### src/tmrwg_pkg.sv
// package for the 8-bit timer waveform generator: register map, field layout, resets
// assumes a single 250 MHz clock and a simple strobe-based register port
package tmrwg_pkg;
	localparam int CLK_PERIOD_NS = 4;
	// register offsets (byte addresses on the register port)
	localparam logic [3:0] ADDR_CTRL = 4'h0;
	localparam logic [3:0] ADDR_COUNT = 4'h1;
	localparam logic [3:0] ADDR_CMPV = 4'h2;
	localparam logic [3:0] ADDR_FLAGS = 4'h3;
	localparam logic [3:0] ADDR_PIN = 4'h4;
	// control register fields
	localparam int CTRL_FORCE_BIT = 7;
	localparam int CTRL_WAVE_LO = 6;
	localparam int CTRL_COM_HI = 5;
	localparam int CTRL_COM_LO = 4;
	localparam int CTRL_WAVE_HI = 3;
	localparam int CTRL_CS_HI = 2;
	localparam int CTRL_CS_LO = 0;
	// flags register fields
	localparam int FLAG_OVF_BIT = 0;
	localparam int FLAG_CMP_BIT = 1;
	// pin register fields
	localparam int PIN_DIR_BIT = 0;
	localparam int PIN_PORT_BIT = 1;
	localparam int PIN_STATE_BIT = 2;
	// reset values and counter landmarks
	localparam logic [7:0] CTRL_RESET = 8'h00;
	localparam logic [7:0] COUNT_RESET = 8'h00;
	localparam logic [7:0] CMPV_RESET = 8'h00;
	localparam logic [7:0] COUNT_BOTTOM = 8'h00;
	localparam logic [7:0] COUNT_MAX = 8'hff;
	localparam logic [9:0] PRESCALE_RESET = 10'h000;
	// waveform mode encodings
	localparam logic [1:0] WAVE_NORMAL = 2'h0;
	localparam logic [1:0] WAVE_FAST_PWM = 2'h1;
	localparam logic [1:0] WAVE_CLEAR_ON_MATCH = 2'h2;
	localparam logic [1:0] WAVE_UNUSED = 2'h3;
	// compare output mode encodings
	localparam logic [1:0] COM_OFF = 2'h0;
	localparam logic [1:0] COM_TOGGLE = 2'h1;
	localparam logic [1:0] COM_CLEAR = 2'h2;
	localparam logic [1:0] COM_SET = 2'h3;
	// clock select encodings: prescale factors 1, 8, 32, 64, 128, 256, 1024
	localparam logic [2:0] CS_STOP = 3'h0;
	localparam logic [2:0] CS_DIV1 = 3'h1;
	localparam logic [2:0] CS_DIV8 = 3'h2;
	localparam logic [2:0] CS_DIV32 = 3'h3;
	localparam logic [2:0] CS_DIV64 = 3'h4;
	localparam logic [2:0] CS_DIV128 = 3'h5;
	localparam logic [2:0] CS_DIV256 = 3'h6;
	localparam logic [2:0] CS_DIV1024 = 3'h7;
endpackage : tmrwg_pkg

### src/tmrwg_timer.sv
// 8-bit timer with compare output unit: normal, clear-on-match and fast pwm modes
// assumes one clock; registers reached over a strobe port; read data one cycle later
`timescale 1ns/10ps
// Function
// RULE1: nonzero compare output mode makes compare state replace port value.
// RULE2: pin driver enabled only by pin direction bit.
// RULE3: override depends only on compare output mode, not waveform mode.
// RULE4: compare state can be initialised before pin becomes output.
// RULE5: compare output mode zero leaves compare state unchanged at match.
// RULE6: new output mode acts at next match; force applies immediately in non-pwm.
// RULE7: output mode never alters counting; waveform mode alone does.
// RULE8: normal mode counts up always, wrapping 0xff to 0x00.
// RULE9: normal mode sets overflow flag as counter becomes zero.
// RULE10: software may write counter value any time in normal mode.
// RULE11: clear-on-match mode clears counter when it equals compare value.
// RULE12: clear-on-match uses compare value unbuffered; missed match wraps via 0xff.
// RULE13: clear-on-match with mode one toggles output on each match.
// RULE14: clear-on-match sets overflow flag when counter rolls max to 0x00.
// RULE15: timer clock from io clock divided by 1,8,32,64,128,256,1024.
// RULE16: fast pwm counts up to max, clears the following timer cycle.
// RULE17: fast pwm mode two clears on match, sets at bottom; three inverts.
// RULE18: fast pwm sets overflow flag each time counter reaches max.
// RULE19: fast pwm period is 256 timer clocks.
// RULE20: fast pwm compare zero spikes; compare max gives constant level.
// RULE21: fast pwm mode one toggles on match, compare stays double buffered.
// RULE22: pwm compare value double buffered; other modes write it directly.
// RULE23: force updates compare state only, no flag, no counter change.
// RULE24: bottom is 0x00 and maximum is 0xff.
// RULE25: equality sets compare match flag at next timer clock.
module tmrwg_timer #(
	parameter int WIDTH = 8
) (
	clk,
	srst,
	reg_addr,
	reg_wdata,
	reg_wr,
	reg_rd,
	reg_rdata,
	port_value,
	pin_out,
	pin_oe,
	overflow_flag,
	compare_match_flag
);
	input wire logic clk;
	input wire logic srst;
	input wire logic [3:0] reg_addr;
	input wire logic [7:0] reg_wdata;
	input wire logic reg_wr;
	input wire logic reg_rd;
	output logic [7:0] reg_rdata;
	input wire logic port_value;
	output logic pin_out;
	output logic pin_oe;
	output logic overflow_flag;
	output logic compare_match_flag;

	logic [1:0] waveform_mode_field_q;
	logic [1:0] compare_output_mode_field_q;
	logic [2:0] clock_select_q;
	logic [7:0] counter_value_q;
	logic [7:0] compare_value_q;
	logic [7:0] compare_buffer_q;
	logic compare_output_state_q;
	logic overflow_flag_q;
	logic compare_match_flag_q;
	logic pin_direction_bit_q;
	logic [9:0] prescale_q;
	logic match_pending_q;
	logic block_match_q;
	logic [7:0] rdata_q;

	logic wr_ctrl;
	logic wr_count;
	logic wr_cmpv;
	logic wr_flags;
	logic wr_pin;
	logic tick;
	logic is_pwm;
	logic force_strobe;
	logic at_top;
	logic match;
	logic [7:0] count_next;

	logic pwm_top;

	// prescaler tap for each clock select; stop and unknown codes never tick
	function automatic logic prescale_tick(input logic [2:0] cs, input logic [9:0] pre);
		logic hit;
		hit = 1'b0;
		case (cs)
			tmrwg_pkg::CS_STOP: hit = 1'b0;
			tmrwg_pkg::CS_DIV1: hit = 1'b1;
			tmrwg_pkg::CS_DIV8: hit = (pre[2:0] == 3'h7);
			tmrwg_pkg::CS_DIV32: hit = (pre[4:0] == 5'h1f);
			tmrwg_pkg::CS_DIV64: hit = (pre[5:0] == 6'h3f);
			tmrwg_pkg::CS_DIV128: hit = (pre[6:0] == 7'h7f);
			tmrwg_pkg::CS_DIV256: hit = (pre[7:0] == 8'hff);
			tmrwg_pkg::CS_DIV1024: hit = (pre == 10'h3ff);
			default: hit = 1'b0;
		endcase
		return hit;
	endfunction : prescale_tick

	// next compare state at a match or a force; shared so both act alike
	function automatic logic match_action(input logic [1:0] com, input logic cur);
		logic nxt;
		nxt = cur;
		case (com)
			tmrwg_pkg::COM_TOGGLE: nxt = !cur;
			tmrwg_pkg::COM_CLEAR: nxt = 1'b0;
			tmrwg_pkg::COM_SET: nxt = 1'b1;
			default: nxt = cur;
		endcase
		return nxt;
	endfunction : match_action

	// next compare state at the max to bottom step of fast pwm
	// in modes two and three the bottom action beats a match at max, so a compare at max gives a steady level
	function automatic logic top_action(input logic [1:0] com, input logic cur,
		input logic hit);
		logic nxt;
		nxt = cur;
		case (com)
			tmrwg_pkg::COM_TOGGLE: nxt = hit ? !cur : cur;
			tmrwg_pkg::COM_CLEAR: nxt = 1'b1;
			tmrwg_pkg::COM_SET: nxt = 1'b0;
			default: nxt = cur;
		endcase
		return nxt;
	endfunction : top_action

	// control register image for readback; the force bit always reads zero
	function automatic logic [7:0] ctrl_image(input logic [1:0] wave, input logic [1:0] com,
		input logic [2:0] cs);
		logic [7:0] img;
		img = 8'h00;
		img[tmrwg_pkg::CTRL_WAVE_LO] = wave[0];
		img[tmrwg_pkg::CTRL_WAVE_HI] = wave[1];
		img[tmrwg_pkg::CTRL_COM_HI:tmrwg_pkg::CTRL_COM_LO] = com;
		img[tmrwg_pkg::CTRL_CS_HI:tmrwg_pkg::CTRL_CS_LO] = cs;
		return img;
	endfunction : ctrl_image

	assign wr_ctrl = reg_wr && (reg_addr == tmrwg_pkg::ADDR_CTRL);
	assign wr_count = reg_wr && (reg_addr == tmrwg_pkg::ADDR_COUNT);
	assign wr_cmpv = reg_wr && (reg_addr == tmrwg_pkg::ADDR_CMPV);
	assign wr_flags = reg_wr && (reg_addr == tmrwg_pkg::ADDR_FLAGS);
	assign wr_pin = reg_wr && (reg_addr == tmrwg_pkg::ADDR_PIN);
	assign is_pwm = (waveform_mode_field_q == tmrwg_pkg::WAVE_FAST_PWM);

	// RULE15 prescaled timer clock enable
	always_comb begin
		tick = prescale_tick(clock_select_q, prescale_q);
	end

	always_ff @(posedge clk) begin
		if (srst || clock_select_q == tmrwg_pkg::CS_STOP) begin
			prescale_q <= tmrwg_pkg::PRESCALE_RESET;
		end else begin
			prescale_q <= prescale_q + 10'h001;
		end
	end

	// RULE23 force acts only outside pwm
	assign force_strobe = wr_ctrl && reg_wdata[tmrwg_pkg::CTRL_FORCE_BIT] && !is_pwm;
	// RULE24 fixed bottom and max
	// RULE11 top is compare value in clear-on-match
	assign at_top = (waveform_mode_field_q == tmrwg_pkg::WAVE_CLEAR_ON_MATCH) ?
		(counter_value_q == compare_value_q) : (counter_value_q == tmrwg_pkg::COUNT_MAX);
	assign match = (counter_value_q == compare_value_q) && !block_match_q;
	// fast pwm step from max to bottom, the moment the output is set or cleared
	assign pwm_top = is_pwm && at_top;

	// RULE7 counting uses waveform mode only
	always_comb begin
		case (waveform_mode_field_q)
			// RULE11 clear at compare value, unbuffered
			// RULE12 missed match runs through max
			tmrwg_pkg::WAVE_CLEAR_ON_MATCH: begin
				count_next = (counter_value_q == compare_value_q) ? tmrwg_pkg::COUNT_BOTTOM :
					counter_value_q + 8'h01;
			end
			// RULE8 free-running wrap
			// RULE16 up to max then clear
			// RULE19 256-step period
			default: count_next = counter_value_q + 8'h01;
		endcase
	end

	// RULE10 software write wins over counting
	always_ff @(posedge clk) begin
		if (srst) begin
			counter_value_q <= tmrwg_pkg::COUNT_RESET;
		end else if (wr_count) begin
			counter_value_q <= reg_wdata;
		end else if (tick) begin
			counter_value_q <= count_next;
		end
	end

	// a counter write masks the match in the following timer cycle
	always_ff @(posedge clk) begin
		if (srst) begin
			block_match_q <= 1'b0;
		end else if (wr_count) begin
			block_match_q <= 1'b1;
		end else if (tick) begin
			block_match_q <= 1'b0;
		end
	end

	// RULE22 double buffer in pwm, direct otherwise
	always_ff @(posedge clk) begin
		if (srst) begin
			compare_buffer_q <= tmrwg_pkg::CMPV_RESET;
		end else if (wr_cmpv) begin
			compare_buffer_q <= reg_wdata;
		end
	end

	always_ff @(posedge clk) begin
		if (srst) begin
			compare_value_q <= tmrwg_pkg::CMPV_RESET;
		end else if (wr_cmpv && !is_pwm) begin
			compare_value_q <= reg_wdata;
		end else if (tick && pwm_top) begin
			// RULE21 buffered update at top
			compare_value_q <= compare_buffer_q;
		end else if (!is_pwm && !wr_cmpv) begin
			compare_value_q <= compare_buffer_q;
		end
	end

	always_ff @(posedge clk) begin
		if (srst) begin
			waveform_mode_field_q <= tmrwg_pkg::WAVE_NORMAL;
			compare_output_mode_field_q <= tmrwg_pkg::COM_OFF;
			clock_select_q <= tmrwg_pkg::CS_STOP;
		end else if (wr_ctrl) begin
			waveform_mode_field_q <= {reg_wdata[tmrwg_pkg::CTRL_WAVE_HI],
				reg_wdata[tmrwg_pkg::CTRL_WAVE_LO]};
			// RULE6 takes effect from next match
			compare_output_mode_field_q <= reg_wdata[tmrwg_pkg::CTRL_COM_HI:tmrwg_pkg::CTRL_COM_LO];
			clock_select_q <= reg_wdata[tmrwg_pkg::CTRL_CS_HI:tmrwg_pkg::CTRL_CS_LO];
		end
	end

	// RULE25 match seen on a timer tick flags next cycle
	always_ff @(posedge clk) begin
		if (srst) begin
			match_pending_q <= 1'b0;
		end else if (tick) begin
			match_pending_q <= match;
		end
	end

	// set wins over software clear (write one to clear)
	always_ff @(posedge clk) begin
		if (srst) begin
			compare_match_flag_q <= 1'b0;
		end else if (tick && match_pending_q) begin
			compare_match_flag_q <= 1'b1;
		end else if (wr_flags && reg_wdata[tmrwg_pkg::FLAG_CMP_BIT]) begin
			compare_match_flag_q <= 1'b0;
		end
	end

	// RULE9 set as count becomes zero
	// RULE14 set on max to zero roll
	// RULE18 set on reaching max
	always_ff @(posedge clk) begin
		if (srst) begin
			overflow_flag_q <= 1'b0;
		end else if (tick && counter_value_q == tmrwg_pkg::COUNT_MAX && !wr_count) begin
			overflow_flag_q <= 1'b1;
		end else if (wr_flags && reg_wdata[tmrwg_pkg::FLAG_OVF_BIT]) begin
			overflow_flag_q <= 1'b0;
		end
	end

	// RULE5 mode zero holds state
	// RULE13 toggle in clear-on-match
	// RULE17 pwm clear or set at match, opposite at bottom
	// RULE20 bottom action first so compare zero leaves a spike
	// RULE4 force sets initial state before output enable
	always_ff @(posedge clk) begin
		if (srst) begin
			compare_output_state_q <= 1'b0;
		end else if (force_strobe) begin
			// the written mode bits decide what the force does
			compare_output_state_q <= match_action(
				reg_wdata[tmrwg_pkg::CTRL_COM_HI:tmrwg_pkg::CTRL_COM_LO],
				compare_output_state_q);
		end else if (tick && pwm_top) begin
			compare_output_state_q <= top_action(compare_output_mode_field_q,
				compare_output_state_q, match);
		end else if (tick && match) begin
			compare_output_state_q <= match_action(compare_output_mode_field_q,
				compare_output_state_q);
		end
	end

	always_ff @(posedge clk) begin
		if (srst) begin
			pin_direction_bit_q <= 1'b0;
		end else if (wr_pin) begin
			pin_direction_bit_q <= reg_wdata[tmrwg_pkg::PIN_DIR_BIT];
		end
	end

	// RULE1 override when mode nonzero
	// RULE3 independent of waveform mode
	// RULE2 direction bit gates driver
	// the compare state is kept even while the port value drives the pin
	always_ff @(posedge clk) begin
		if (srst) begin
			pin_out <= 1'b0;
		end else begin
			pin_out <= (compare_output_mode_field_q != tmrwg_pkg::COM_OFF) ?
				compare_output_state_q : port_value;
		end
	end

	// driver follows the direction bit alone, whatever the mode fields say
	always_ff @(posedge clk) begin
		if (srst) begin
			pin_oe <= 1'b0;
		end else begin
			pin_oe <= pin_direction_bit_q;
		end
	end

	always_ff @(posedge clk) begin
		if (srst) begin
			rdata_q <= 8'h00;
		end else if (reg_rd) begin
			case (reg_addr)
				tmrwg_pkg::ADDR_CTRL: rdata_q <= ctrl_image(waveform_mode_field_q,
					compare_output_mode_field_q, clock_select_q);
				tmrwg_pkg::ADDR_COUNT: rdata_q <= counter_value_q;
				tmrwg_pkg::ADDR_CMPV: rdata_q <= compare_buffer_q;
				tmrwg_pkg::ADDR_FLAGS: rdata_q <= {6'h00, compare_match_flag_q, overflow_flag_q};
				tmrwg_pkg::ADDR_PIN: rdata_q <= {5'h00, compare_output_state_q, port_value,
					pin_direction_bit_q};
				default: rdata_q <= 8'h00;
			endcase
		end else begin
			rdata_q <= 8'h00;
		end
	end

	assign reg_rdata = rdata_q;
	assign overflow_flag = overflow_flag_q;
	assign compare_match_flag = compare_match_flag_q;
endmodule : tmrwg_timer

### config.mk
export PLATFORM = sky130hd
export DESIGN_NAME = tmrwg_timer
export DESIGN_NICKNAME = d
export VERILOG_FILES = /design/src/tmrwg_pkg.sv /design/src/tmrwg_timer.sv
export SDC_FILE = /design/constraint.sdc
export NUM_CORES = 1
export LEC_CHECK = 0
export ABC_AREA = 1
export BUFFER_PORTS_ARGS = -buffer_cell sky130_fd_sc_hd__clkbuf_2
export CAP_MARGIN = 25
export CORE_UTILIZATION = 50
export DETAILED_ROUTE_END_ITERATION = 8
export PLACE_DENSITY = 0.76
export SLEW_MARGIN = 15
export SYNTH_ARGS = -nofsm -noshare
export SYNTH_HDL_FRONTEND = slang
export SYNTH_SLANG_ARGS = --single-unit
### constraint.sdc
create_clock -name clk -period 2.2 [get_ports clk]
set_input_delay 0.22 -clock clk [delete_from_list [all_inputs] [get_ports clk]]
set_output_delay 0.22 -clock clk [all_outputs]
set_load 0.005 [all_outputs]
# Word level (Yosys, flattened, before mapping)
# Index checks and enable logic that the tools add are counted.
[op_classes]
div = 0
muxes = 24
reduce_logical = 35
n_lt_le_gt_ge = 0
mul = 0
n_shift = 0
addsub = 2
bitwise_logic = 1
eq_ne = 29
[ops]
columns = ["op", "n"]
rows = [
  ["$mux 8", 7],
  ["$pmux 8 s5", 1],
  ["$logic_and 1x1->1", 18],
  ["$eq 8x8->1 const B", 2],
  ["$eq 3x3->1 const B", 5],
  ["$mux 1", 12],
  ["$add 10x1->10 const B", 1],
  ["$eq 10x10->1 const B", 1],
  ["$eq 2x2->1 const B", 5],
  ["$pmux 1 s3", 3],
  ["$add 8x1->8 const B", 1],
  ["$eq 4x2->1 const B", 2],
  ["$eq 8x8->1", 1],
  ["$pmux 1 s8", 1],
  ["$reduce_bool 2->1", 4],
  ["$eq 7x7->1 const B", 1],
  ["$eq 2x1->1 const B", 3],
  ["$eq 3x2->1 const B", 2],
  ["$eq 6x6->1 const B", 1],
  ["$reduce_bool 3->1", 2],
  ["$eq 5x5->1 const B", 1],
  ["$logic_not 1->1", 5],
  ["$eq 4x1->1 const B", 1],
  ["$eq 4x3->1 const B", 1],
  ["other kinds (10)", 10],
]
[word_totals]
romBits = 0
regBits = 57
latchBits = 0
n_memories = 0
mem_bits_rw = 0

# Longest topological paths before layout
[depth]
word_depth = 7
mapped_depth = 15
depth_no_buf = 15

# Least setup slack after synthesis
# OpenSTA, ideal clock, no wires.
[synth_path]
path_type = "reg2reg"
start = "reg prescale_q[0]"
end = "reg counter_value_q[4]"
period_less_slack_ns = 1.793
arrival_ns = 1.678
slack_ns = 0.407
path_stages_with_launch = 12
setup_time_ns = 0.115
path_cell_list = "dfxtp_1 ha_1 nand3_4 inv_1 ha_1 nor2_1 nand2_1 nand3_1 nand3_4 nor2_2 nor3_1 o21a_1"
[synth_via]
elab_chain_cells = 3
word_cells_on_any_way = 8
[synth_lines]
columns = ["item", "line", "text"]
rows = [
  ["start, declared", "tmrwg_timer.sv:69", "logic [9:0] prescale_q;"],
  ["start signal, assigned", "tmrwg_timer.sv:160", "prescale_q <= tmrwg_pkg::PRESCALE_RESET;"],
  ["start signal, assigned", "tmrwg_timer.sv:162", "prescale_q <= prescale_q + 10'h001;"],
  ["$eq 10x10->1, or another cell as far along", "tmrwg_timer.sv:100", "tmrwg_pkg::CS_DIV1024: hit = (pre == 10'h3ff);"],
  ["$pmux 1 s8 *", "tmrwg_timer.sv:92", "case (cs)"],
  ["$reduce_bool 2->1 (no source line) *", "-", ""],
  ["end signal, assigned", "tmrwg_timer.sv:195", "counter_value_q <= tmrwg_pkg::COUNT_RESET;"],
  ["end signal, assigned", "tmrwg_timer.sv:197", "counter_value_q <= reg_wdata;"],
  ["end signal, assigned", "tmrwg_timer.sv:199", "counter_value_q <= count_next;"],
  ["end, declared", "tmrwg_timer.sv:62", "logic [7:0] counter_value_q;"],
]
# Mark *: on every way between the ends. The rest lies on a longest branch, timed or not.
# A chain may end at the register's enable or synchronous reset.

# Final worst setup path
[layout_path]
start = "reg prescale_q[0]"
end = "reg counter_value_q[3]"
# The elaborated chain is that of the path after synthesis.

==> summary.md <==
| Metric | Value |
|---|---|
| GRT Max-Usage Layer | `met2` |
| Register bit total from synthesis | `57` |
| Largest family of logic cells by synthesized area | `simple AND/OR/NAND/NOR gates` |
| Simple-Gate Fraction of Synth Area | `0.299` |
| Die area | `6330 um2` |
| R2R Path End | `counter_value_q[3]$_SDFFE_PP0P_` |
| Synth cell types | `35` |
| Maximum fanout along the worst path | `9` |
| Total grt overflow | `0` |
| PwrDens | `651 nW/um2` |
| Finished Cell Area | `3400 um2` |
| GRT Util Overall | `0.263` |
| Post-CTS sizing | `0` |
| Synth Area in Compound Gates | `0.169` |
| Relative slew slack | `0.706` |
| # H-tree levels | `3` |
| Min-delay src | `reg_rd` |
| Clk sinks | `57` |
| CTS tree | `yes` |
| Max IR drop VDD | `323 uV` |
| Cells after synthesis | `421` |
| Met3 track utilization from global routing | `0.0491` |
| Initial Utilization | `0.533` |
| Max Root-Sink Buffers | `2` |
| WP data arrival | `2.19 ns` |
| Adder-Cell Fraction of Synth Area | `0.0333` |
| CTS Hold Bufs | `0` |
| P&R area growth vs syn | `13.1%` |
| Dpl cell area | `3200 um2` |
| Path category of the worst min-delay check | `primary input to flop` |
| Die Y | `79.5 um` |
| GR Util met2 | `0.387` |
| WL/cell | `14.2 um` |
| Die W | `79.5 um` |
| Via density | `5.42` |
| RSZ-0062 raised after global routing | `no` |
| Critical path capture point type | `flop` |
| Antenna cells | `0` |
| Synth warnings | `0` |
| FP Rows | `27` |
| Leakage | `1.48 nW` |
| CP Launch Type | `flop` |
| CORE AREA | `5640 um2` |
| Seq/Total Area, Yosys | `0.380` |
| Master of the slowest instance on the critical path | `dfxtp_1` |
| Largest net degree at the start of global routing | `23` |
| TritonRoute pass-1 iters | `5` |
| Worst Tran Pin Value | `0.441 ns` |
| Residual DRC | `0` |
| Iter 0 DRT Violations | `233` |
| Final Skew | `0.0130 ns` |
| Xor/xnor share of the synthesized area | `0.0175` |
| First-pass GRT wire length | `12.4 mm` |
| Nets | `480` |
| Share of cells above drive strength 1 | `0.159` |
| Final ANT Viol Nets | `0` |
| Initial antenna violation count | `0` |
| Hold Path End | `reg_rdata[7]$_SDFF_PP0_` |
| Mapped Nets | `446` |
| Final setup vio count | `0` |
| Hold path depth | `3` |
| Fin crit period | `1.96 ns` |
| Total wire length | `7.56 mm` |
| Vias in the first global route | `2539` |
| CP required | `2.43 ns` |
| Multiplexer share of the synthesized area | `0` |
| Cell area after synthesis | `3010 um2` |
| Routing usage on met1 | `0.367` |
| Avg Inst Size Synth | `7.14 um2` |
| Final Hold Vio Count | `0` |
| Worst r2r path cells | `12` |
| Fmax | `0.511 GHz` |
| Hpwl dp | `5.68 mm` |
| R2r setup slk | `0.24 ns` |
| Reg2reg start | `prescale_q[0]$_SDFF_PP0_` |
| # port buffers | `28` |
| # Post-CTS Setup Buffers | `0` |
| Fin. max-slew vios | `0` |
| Outcome | `complete, no violations` |
| Clk slew on worst S/H paths | `0.07 ns` |
| I/O Pins | `29` |
| Cell breakdown of the critical path | `ha_1, nand3_4, inv_1, ha_1, nor2_1, nand2_1, nand3_1, nand3_4, nor2_2, o21ai_0, nand2_1, a21oi_1` |
| CTS Buf Count | `9` |
| Critical path's largest stage delay | `0.32 ns` |
| Gpl congestion | `0.947` |
| Final setup TNS | `0 ns` |
| Crit Path Category | `flop to flop` |
| Max Cap Violations | `0` |
| Via count | `2885` |
| Worst-Skew Late Latency | `0.35 ns` |
| Fin crit share | `0.889` |
| Clock Tree Root | `clkbuf_8` |
==> how the worst max path moves through the flow <==
stage | from | to | slack (ns)
floorplan | prescale_q[0]$_SDFF_PP0_ | counter_value_q[4]$_SDFFE_PP0P_ | 0.41
global placement | prescale_q[0]$_SDFF_PP0_ | counter_value_q[4]$_SDFFE_PP0P_ | 0.29
detailed placement | prescale_q[0]$_SDFF_PP0_ | counter_value_q[4]$_SDFFE_PP0P_ | 0.24
CTS | prescale_q[0]$_SDFF_PP0_ | counter_value_q[4]$_SDFFE_PP0P_ | 0.25
global route | prescale_q[0]$_SDFF_PP0_ | counter_value_q[3]$_SDFFE_PP0P_ | 0.05
finish | prescale_q[0]$_SDFF_PP0_ | counter_value_q[3]$_SDFFE_PP0P_ | 0.24
==> kinds of logic (layout without fill, tap and decap cells) <==
kind of cell / Yosys count / in the layout
buffers and inverters: 75 / 114
AND/OR/NAND/NOR: 185 / 185
flip-flops: 57 / 57
adder cells (fa/ha/maj): 8 / 8
XOR/XNOR: 6 / 6
AO/OA/AOI/OAI: 90 / 90
==> critical path, delay by kind of cell, from the launching register on <==
kind            cells  cell delay [ns]
buf+inv             1             0.05
compound gates      2             0.18
fa+ha+maj           2             0.41
flops               1             0.32
simple gates        7             0.88
==> flip-flops by register name, indices dropped and copies added (netlist names) <==
register and count:
overflow_flag 1, waveform_mode_field_q 2, reg_rdata 8, counter_value_q 8, pin_oe 1, pin_direction_bit_q 1, block_match_q 1, clock_select_q 3
compare_match_flag 1, compare_value_q 8, compare_output_mode_field_q 2, match_pending_q 1, prescale_q 10, compare_buffer_q 8, compare_output_state_q 1, pin_out 1
==> final cells by class <==
cell class	instances	area, um2
fillers	521	2240
well taps	72	90.1
clock buffers	11	141
inverters	68	259
clock inverters	5	55.1
multi-input cells	289	1560
repair buffers	30	155
flip-flops and latches	57	1140
==> Yosys cell counts (all sizes together) <==
cell / count / area, um2
o22ai: 7 / 43.8
xor2: 6 / 52.6
o21ai: 33 / 165
nand2: 98 / 395
a211oi: 2 / 15.0
inv: 67 / 254
nand4: 3 / 33.8
buf: 3 / 32.5
a21oi: 26 / 130
nor2: 44 / 209
ha: 8 / 100
dfxtp: 57 / 1140
nor3: 5 / 47.5
clkbuf: 4 / 15.0
o21a: 4 / 30.0
o211ai: 1 / 7.51
nand3: 34 / 205
nor3b: 1 / 7.51
clkinv: 1 / 5.00
o221ai: 4 / 35.0
a31oi: 13 / 81.3
==> per-stage QoR <==
| step | utilization | hold WS, ns | power, W | worst slack [ns] | cells |
|---|---|---|---|---|---|
| finish | 0.603 | 0.203 | 0.00221 | 0.243 | 532 |
| global route | 0.603 | 0.203 | 0.00230 | 0.0478 | 532 |
| CTS | 0.603 | 0.193 | 0.00222 | 0.250 | 532 |
| detailed placement | 0.568 | 0.439 | 0.00125 | 0.240 | 516 |
| global placement | 0.568 | 0.430 | 0.00124 | 0.292 | 516 |
| floorplan | - | 0.355 | 0.00119 | 0.407 | 421 |
==> where the power goes <==
group	switching, W	internal [W]
registers	0.0000163	0.00105
clock network	0.000436	0.000550
logic	0.000111	0.0000500
total	0.000563	0.00165
==> routing by layer <==
metal	wire [um]	vias to the layer above
li1	-	1447
met1	3560	1314
met2	3260	109
met3	557	15
met4	186	0
met5	0	-
==> layout by cell type (no fill, tap or decap), drive strengths merged <==
master    netlist  final
a31oi          13     13
dfxtp          57     57
nor2           44     44
nor3            5      5
o22ai           7      7
o221ai          4      4
nand3          34     34
clkinvlp        0      2
clkinv          1      3
a21oi          26     26
inv            67     67
nand4           3      3
ha              8      8
buf             3      2
nor3b           1      1
bufinv          0      1
o211ai          1      1
clkbuf          4     39
nand2          98     98
o21a            4      4
xor2            6      6
o21ai          33     33
a211oi          2      2
Power figures use the tool's default switching activity.
